$ cat src/sbd_consts.vh
`ifndef SBD_CONSTS_VH
`define SBD_CONSTS_VH
// operation select codes on opSel
`define SBD_OP_W          2
`define SBD_OP_SUB_WORK   2'h0
`define SBD_OP_SUB_MEM    2'h1
`define SBD_OP_DEC_MEM    2'h2
`define SBD_OP_DEC_WORK   2'h3
// data width and constants
`define SBD_DW            8
`define SBD_ZERO          8'h00
`define SBD_ONE           8'h01
`define SBD_MSB           7
`define SBD_NIB           4
// flag register layout
`define SBD_FLAGS_W       4
`define SBD_FLAG_C        0
`define SBD_FLAG_AC       1
`define SBD_FLAG_Z        2
`define SBD_FLAG_OV       3
`define SBD_FLAGS_RST     4'h0
`define SBD_WORK_RST      8'h00
`endif

$ cat src/sbd_adder.v
`timescale 1ns/1ps
`include "sbd_consts.vh"
// eight-bit adder with carry, half carry and signed overflow outputs
module sbd_adder (
    input  wire [`SBD_DW-1:0] opA,
    input  wire [`SBD_DW-1:0] opB,
    input  wire               carryIn,
    output wire [`SBD_DW-1:0] sum,
    output wire               carryOut,
    output wire               halfCarry,
    output wire               overflow
);
    wire [`SBD_NIB:0] lowSum;
    wire [`SBD_DW:0]  fullSum;

    // low nibble gives half carry, full width gives carry
    assign lowSum    = {1'b0, opA[`SBD_NIB-1:0]} + {1'b0, opB[`SBD_NIB-1:0]} + {4'h0, carryIn};
    assign fullSum   = {1'b0, opA} + {1'b0, opB} + {8'h00, carryIn};
    assign sum       = fullSum[`SBD_DW-1:0];
    assign carryOut  = fullSum[`SBD_DW];
    assign halfCarry = lowSum[`SBD_NIB];
    // signed overflow: like signs in, different sign out
    assign overflow  = (opA[`SBD_MSB] == opB[`SBD_MSB]) && (sum[`SBD_MSB] != opA[`SBD_MSB]);
endmodule // sbd_adder

$ cat src/sbd_exec_unit.v
// Function
// - subtract-borrow result goes to work register
// - subtract-borrow-to-memory result written to memory
// - decrement memory, write back, skip if zero
// - skip discards fetched instruction, one dummy cycle
// - nonzero decrement continues, single cycle
// - decrement-to-work loads work, skips if zero
// - decrement-to-work leaves memory unchanged
`timescale 1ns/1ps
`include "sbd_consts.vh"
module sbd_exec_unit (
    input  wire                   core_clk,
    input  wire                   sys_rst,
    input  wire                   execValid,
    input  wire [`SBD_OP_W-1:0]   opSel,
    input  wire [`SBD_DW-1:0]     memRdData,
    input  wire [`SBD_FLAGS_W-1:0] flagsIn,
    output reg  [`SBD_DW-1:0]     workReg_r,
    output reg  [`SBD_FLAGS_W-1:0] flags_r,
    output reg                    memWrEn_r,
    output reg  [`SBD_DW-1:0]     memWrData_r,
    output reg                    discardFetch_r,
    output reg                    busy_r
);
    // execution states, one-hot
    localparam [1:0] ST_RUN   = 2'b01;
    localparam [1:0] ST_DUMMY = 2'b10;

    reg  [1:0]               state_r;
    reg  [1:0]               state_nxt;
    wire [`SBD_DW-1:0]       addSum;
    wire                     addCarry;
    wire                     addHalf;
    wire                     addOver;
    wire [`SBD_DW-1:0]       decVal;
    wire                     decZero;
    wire                     isSub;
    wire                     isDec;
    wire                     take;
    wire                     skipNow;

    // decode of the operation class, used in several places
    function isSubOp;
        input [`SBD_OP_W-1:0] op;
        begin
            isSubOp = (op == `SBD_OP_SUB_WORK) || (op == `SBD_OP_SUB_MEM);
        end
    endfunction

    // work plus inverted memory byte plus carry
    sbd_adder uAdder (
        .opA       (workReg_r),
        .opB       (~memRdData),
        .carryIn   (flagsIn[`SBD_FLAG_C]),
        .sum       (addSum),
        .carryOut  (addCarry),
        .halfCarry (addHalf),
        .overflow  (addOver)
    );

    // decrement path and zero test
    assign decVal  = memRdData - `SBD_ONE;
    assign decZero = (decVal == `SBD_ZERO);
    assign isSub   = isSubOp(opSel);
    assign isDec   = !isSubOp(opSel);
    // instructions are accepted only in the run state
    assign take    = execValid && state_r[0];
    assign skipNow = take && isDec && decZero;

    // next state: a taken skip spends one dummy cycle
    always @* begin
        case (state_r)
            ST_RUN: begin
                if (skipNow) begin
                    state_nxt = ST_DUMMY;
                end else begin
                    state_nxt = ST_RUN;
                end
            end
            ST_DUMMY: begin
                state_nxt = ST_RUN;
            end
            default: begin
                state_nxt = ST_RUN;
            end
        endcase
    end

    // state, discard and busy registers
    always @(posedge core_clk) begin
        if (sys_rst) begin
            state_r        <= ST_RUN;
            discardFetch_r <= 1'b0;
            busy_r         <= 1'b0;
        end else begin
            state_r        <= state_nxt;
            discardFetch_r <= skipNow;
            busy_r         <= skipNow;
        end
    end

    // work register updates
    always @(posedge core_clk) begin
        if (sys_rst) begin
            workReg_r <= `SBD_WORK_RST;
        end else if (take && opSel == `SBD_OP_SUB_WORK) begin
            workReg_r <= addSum;
        end else if (take && opSel == `SBD_OP_DEC_WORK) begin
            workReg_r <= decVal;
        end
    end

    // memory write-back: only the to-memory forms write
    always @(posedge core_clk) begin
        if (sys_rst) begin
            memWrEn_r   <= 1'b0;
            memWrData_r <= `SBD_ZERO;
        end else begin
            memWrEn_r <= take && (opSel == `SBD_OP_SUB_MEM || opSel == `SBD_OP_DEC_MEM);
            if (take && opSel == `SBD_OP_SUB_MEM) begin
                memWrData_r <= addSum;
            end else if (take && opSel == `SBD_OP_DEC_MEM) begin
                memWrData_r <= decVal;
            end
        end
    end

    // flags: subtracts load all four, otherwise follow flagsIn
    always @(posedge core_clk) begin
        if (sys_rst) begin
            flags_r <= `SBD_FLAGS_RST;
        end else if (take && isSub) begin
            flags_r[`SBD_FLAG_C]  <= addCarry;
            flags_r[`SBD_FLAG_AC] <= addHalf;
            flags_r[`SBD_FLAG_Z]  <= (addSum == `SBD_ZERO);
            flags_r[`SBD_FLAG_OV] <= addOver;
        end else begin
            flags_r <= flagsIn;
        end
    end
endmodule // sbd_exec_unit

$ cat config.mk
export PLATFORM = sky130hd
export DESIGN_NAME = sbd_exec_unit
export DESIGN_NICKNAME = d
export VERILOG_FILES = /design/src/sbd_adder.v /design/src/sbd_exec_unit.v
export VERILOG_INCLUDE_DIRS = /design/src
export SDC_FILE = /design/constraint.sdc
export NUM_CORES = 1
export LEC_CHECK = 0
export ABC_AREA = 0
export BUFFER_PORTS_ARGS = -buffer_cell sky130_fd_sc_hd__buf_2
export CAP_MARGIN = 20
export CELL_PAD_IN_SITES_DETAIL_PLACEMENT = 2
export CELL_PAD_IN_SITES_GLOBAL_PLACEMENT = 2
export CORE_MARGIN = 5
export CORE_UTILIZATION = 30
export CTS_CLUSTER_DIAMETER = 150
export CTS_CLUSTER_SIZE = 10
export DETAILED_ROUTE_END_ITERATION = 8
export PLACE_DENSITY = 0.75
export REMOVE_ABC_BUFFERS = 1
export SYNTH_ARGS = -nofsm -noshare
export SYNTH_HDL_FRONTEND = slang
export SYNTH_SLANG_ARGS = --single-unit
$ cat constraint.sdc
create_clock -name core_clk -period 3.5 [get_ports core_clk]
set_input_delay 0.525 -clock core_clk [delete_from_list [all_inputs] [get_ports core_clk]]
set_output_delay 0.525 -clock core_clk [all_outputs]
set_load 0.005 [all_outputs]
# Yosys cells after proc, flatten, opt, wreduce, memory -nomap -nowiden
# Cells that the tools add are included.
[word_totals]
reg_bits = 24
input_bits = 17
output_inout_bits = 23
[op_classes]
add_sub_neg = 5
n_eq_ne = 6
muxes = 6
n_bitwise = 2
n_reduce_logical = 19
[ops]
columns = ["op", "count"]
rows = [
  ["2-to-1 mux 8 bit", 4],
  ["zero test 8 bit", 2],
  ["logical AND 1 bit", 10],
  ["adder 8 x 8 -> 9 bit", 1],
  ["adder 9 x 1 -> 9 bit", 1],
  ["inverter 8 bit", 1],
  ["subtractor 8 x 1 -> 8 bit (second input constant)", 1],
  ["adder 4 x 4 -> 5 bit", 1],
  ["adder 5 x 1 -> 5 bit", 1],
  ["equality test 2 x 1 -> 1 bit (second input constant)", 2],
  ["equality test 2 bit (second input constant)", 2],
  ["2-to-1 mux 4 bit", 1],
  ["nonzero test 2 bit", 2],
  ["zero test 2 bit", 1],
  ["logical OR 1 bit", 2],
  ["2-to-1 mux 2 bit", 1],
  ["OR reduction 2 bit", 1],
  ["equality test 1 bit", 1],
  ["zero test 1 bit", 1],
  ["!= test 1 bit", 1],
  ["inverter 1 bit", 1],
]

# Logic depth before layout (Yosys ltp)
[depth]
depth_word = 6
ltp_mapped = 9
mapped_depth_nobuf = 9

# Cells and area by module
# Synthesis repeated with hierarchy kept, for this count alone.
[hier_totals]
hier_cells = 184
hier_area_um2 = 1574.0
[modules_own_cells]
columns = ["module", "instances", "cells_each", "area_per_inst_um2"]
rows = [
  ["sbd_exec_unit", 1, 147, 1249.9],
  ["sbd_adder", 1, 37, 324.1],
]

# Worst setup path after synthesis
# Ideal clock, no wire load.
[synth_path]
path_kind = "input to register"
start = "in flagsIn[0]"
end = "reg flags_r[2]"
setup_time_ns = 0.069
arrival_time_ns = 2.170
required_ns = 3.431
slack_ns = 1.261
cell_stages = 9
path_cell_list = "inv_1 -> fa_1 -> inv_1 -> fa_1 -> a21o_1 -> a221oi_2 -> xnor2_1 -> a2111o_1 -> o21ai_1"
[synth_between]
elab_chain_cells = 3
[synth_lines]
columns = ["item", "line_no", "source"]
rows = [
  ["from (decl)", "sbd_exec_unit.v:17", "input wire [`SBD_FLAGS_W-1:0] flagsIn,"],
  ["adder 9 x 1 -> 9 bit", "sbd_adder.v:18", "assign fullSum = {1'b0, opA} + {1'b0, opB} + {8'h00, carryIn};"],
  ["zero test 8 bit (no line)", "n/a", ""],
  ["2-to-1 mux 4 bit", "sbd_exec_unit.v:132", "end else if (take && isSub) begin"],
  ["to (signal assigned)", "sbd_exec_unit.v:131", "flags_r <= `SBD_FLAGS_RST;"],
  ["to (signal, indexed assignment)", "sbd_exec_unit.v:133", "flags_r[`SBD_FLAG_C] <= addCarry;"],
  ["to (signal, indexed assignment)", "sbd_exec_unit.v:134", "flags_r[`SBD_FLAG_AC] <= addHalf;"],
  ["to (decl)", "sbd_exec_unit.v:19", "output reg [`SBD_FLAGS_W-1:0] flags_r,"],
]
# No other way between the ends.
# A chain may end at the register's enable or synchronous reset.

# Worst setup path after layout
# Ends and elaborated chain as after synthesis.

==> run_results.csv <==
group,metric,value,unit
pwr,p_leak,0.9167,nW
setup_path,reg2reg_setup_slack,1.19,ns
setup_path,timing.rr.start,"workReg_r[0]$_SDFFE_PP0P_",
timing,setup_ws,1.078,ns
routing,drc,0,
hold_path,holdPathEnd,"state_r[1]$_SDFF_PP0_",
pwr,power.density,345.6,nW/um2
pwr,power_frac_seq,44.1,%
logic_synthesis,muxShareOfSynthArea,1.803,%
setup_path,cp_data_arrival_time,2.63,ns
clock_network,cts.sink_count,24,
cells_and_area,drive_above_1_share,19.67,%
placed_design,place_ws,0.8263,ns
setup_path,worst_setup_path_start_kind,"primary input",
cells_and_area,fin_nets,273,
floorplan,core,5439,um2
grt,antenna_found_initial,0,
routing,viasPerCell,5.180,
clock_network,cts_max_level,1,
routing,drtIter0Drc,55,
pwr,power,0.6767,mW
hold_path,hp-start,"state_r[1]$_SDFF_PP0_",
outcome,outcome,"completed",
logic_synthesis,synth_compound_area_share,23.97,%
setup_path,end_kind,"register",
routing,drt-total-wl,5639,um
logic_synthesis,synth_xor_area_share,5.785,%
pwr,max-vdd-ir-drop,0.1390,mV
floorplan,rows,27,
floorplan,die_h,84.51,um
logic_synthesis,yosysTopAreaCell,"dfxtp_1",
timing,setup_violations,0,
clock_network,cts_root_buf,"clkbuf_8",
pwr,swShare,34.12,%
pwr,switching_power,0.2309,mW
logic_synthesis,synth_area_per_cell,8.124,um2
clock_network,cts_hold_buf,0,
routing,first_pass_iters,6,
logic_synthesis,synth_area_leaders,"dfxtp_1 (29%), ha_1 (9.8%), nand2_1 (5.2%), nor2_1 (4.7%), a21oi_1 (4.5%)",
grt,grt_use_total,16.02,%
routing,detail-route-antenna-nets,0,
logic_synthesis,ys_seq_area_share,28.85,%
hold_path,hp-class,"register to register",
floorplan,start_util,30.62,%
timing,final.setup.tns,0,ns
cells_and_area,antenna_cells,0,
logic_synthesis,synth-simple-area-share,22.24,%
routing,avgRoutedWirePerCell,18.13,um
cells_and_area,fin_area,1958,um2
grt,grt_max_degree,23,
timing,grt_setup_unrepaired,"no",
setup_path,rr_endpoint,"flags_r[2]$_SDFF_PP0_",
placed_design,place.gp.congestion,0.8039,
logic_synthesis,yosysMostFrequentCell,"dfxtp_1",
setup_path,crit_type,"primary input to register",
placed_design,place_hpwl,4524,um
flow_run,drv_cap,0,
floorplan,die_area,7141,um2
floorplan,boundaryPins,40,
logic_synthesis,synth_common_cells,"dfxtp_1 (24), nand2_1 (23), nor2_1 (21)",
timing,timing.final.crit_period,2.422,ns
clock_network,clk_latency,0.27,ns
timing,max_freq,412.9,MHz
cells_and_area,area.growth.synth_to_final,17.58,%
clock_network,cts_tree,"yes",
timing,worst_pin_slew,0.9284,ns
cells_and_area,n_fill_cell,650,
clock_network,cts_made_buffers,3,
logic_synthesis,synth_area,1665,um2
routing,num_vias,1611,
timing,hold_viol,0,
logic_synthesis,async_flop_share,0,%
clock_network,cts_resized,0,
timing,clock_skew,0.005291,ns
logic_synthesis,synth_top_family_by_area,"compound AO/OA/AOI/OAI gates",
clock_network,clock_path_buffers,2,
logic_synthesis,synth_edf_count,0,
pwr,p_comb_share,30.5,%
pwr,intPower,0.4458,mW
placed_design,place_area,1917,um2
grt,grt_pass1_vias,1718,
hold_path,min_path_cells,1,
logic_synthesis,synth_adder_area_share,12.17,%
clock_network,post_cts_buffers,0,
setup_path,rr_worst_depth,9,
logic_synthesis,netlist.area_leader.share,28.85,%
floorplan,dieWidth,84.51,um
logic_synthesis,ys_ff_latch,24,
logic_synthesis,postSynthCellCount,205,
setup_path,worstPathRequired,3.71,ns
timing,slew_headroom,37.88,%
cells_and_area,multiInputGateArea,1099,um2
grt,grt_overflow,0,
timing,slew_violations,0,
placed_design,port_buffers,39,
logic_synthesis,yosys_warnings,0,
pwr,clkPwrFrac,25.4,%
logic_synthesis,synthFlopType,"dfxtp_1",
logic_synthesis,yosys.cell_types.count,48,
timing,post-route-period-util,69.20,%
clock_network,cts.clk_slew.worst_paths,0.09,ns
setup_path,cp_max_fo,3,
grt,grt_pass1_wl,9163,um
cells_and_area,ff_latch_area,480.5,um2
==> placed cells by master (no fill, tap or decap), types with 2 or more instances in the layout <==
cell and instances:
o211ai_1 6, a21oi_1 15, nand3_1 5, ha_1 13, a211oi_1 6, xnor2_1 6, a31oi_1 2, a21o_1 2
inv_1 14, xor2_1 5, fa_1 2, o2111ai_1 2, mux2i_1 3, nand2_1 23, dfxtp_1 24, o21ai_1 2
and3_1 4, nor3b_1 2, and2_1 3, buf_2 39, nor3_1 3, nand3b_1 3, a311oi_1 2, o21ai_0 7
nor2_1 21, clkbuf_8 3
==> routing by layer <==
layer	vias up	wire length, um	part of all wire [%]	GRT usage (%)
met3	6	176	3.1	1.865
li1	807	-	-	-
met2	33	2666	47	27.90
met1	765	2723	48	21.25
met5	-	0	0	0
met4	0	72	1.3	3.309
==> critical path, cell delays in order <==
cell,delay (ns)
buf_2,0.09
inv_1,0.13
fa_1,0.21
inv_1,0.05
fa_1,0.39
a21o_1,0.21
a221oi_2,0.35
xnor2_1,0.19
a2111o_1,0.33
o21ai_1,0.13
==> power by group through the flow <==
stage / registers, mW / logic (mW) / clock network (mW)
6_report: 0.299 / 0.206 / 0.172
4_1_cts: 0.299 / 0.207 / 0.177
3_5_place_dp: 0.306 / 0.205 / 0
2_1_floorplan: 0.307 / 0.123 / 0
5_1_grt: 0.302 / 0.229 / 0.189
3_3_place_gp: 0.305 / 0.201 / 0
==> logic make-up (layout without fill, tap and decap cells) <==
kind of cell | Yosys count | count (layout)
simple gates | 73 | 73
xor+xnor | 11 | 11
flops | 24 | 24
mux | 3 | 3
compound gates | 57 | 57
buf+inv | 22 | 56
fa+ha+maj | 15 | 15
==> final cells by class <==
type                            count  share of cell area [%]
Multi-Input combinational cell    159                   56.10
Sequential cell                    24                   24.54
Timing Repair Buffer               39                   9.968
Tap cell                           72                   4.601
Inverter                           14                   2.684
Clock buffer                        3                   2.109
==> state kept, by name (all words and copies together) (netlist names) <==
name,flops
busy_r,1
flags_r,4
memWrData_r,8
memWrEn_r,1
state_r,2
workReg_r,8
==> how the worst max path moves through the flow <==
stage | start | to | slack [ns] | depth (start not counted)
floorplan | flagsIn[0] | flags_r[2]$_SDFF_PP0_ | 1.26 | 9
global placement | flagsIn[0] | flags_r[2]$_SDFF_PP0_ | 0.83 | 10
detailed placement | flagsIn[0] | flags_r[2]$_SDFF_PP0_ | 0.83 | 10
CTS | flagsIn[0] | flags_r[2]$_SDFF_PP0_ | 1.08 | 10
global route | flagsIn[0] | flags_r[2]$_SDFF_PP0_ | 0.93 | 10
finish | flagsIn[0] | flags_r[2]$_SDFF_PP0_ | 1.08 | 10
==> metrics by stage <==
stage	cells	utilization (%)	hold slack [ns]
floorplan	197	-	0.3909
detailed placement	308	35.24	0.4199
global route	311	36.00	0.4555
finish	311	36.00	0.4336
CTS	311	36.00	0.4333
global placement	308	35.24	0.4021
Power figures use the tool's default switching activity.
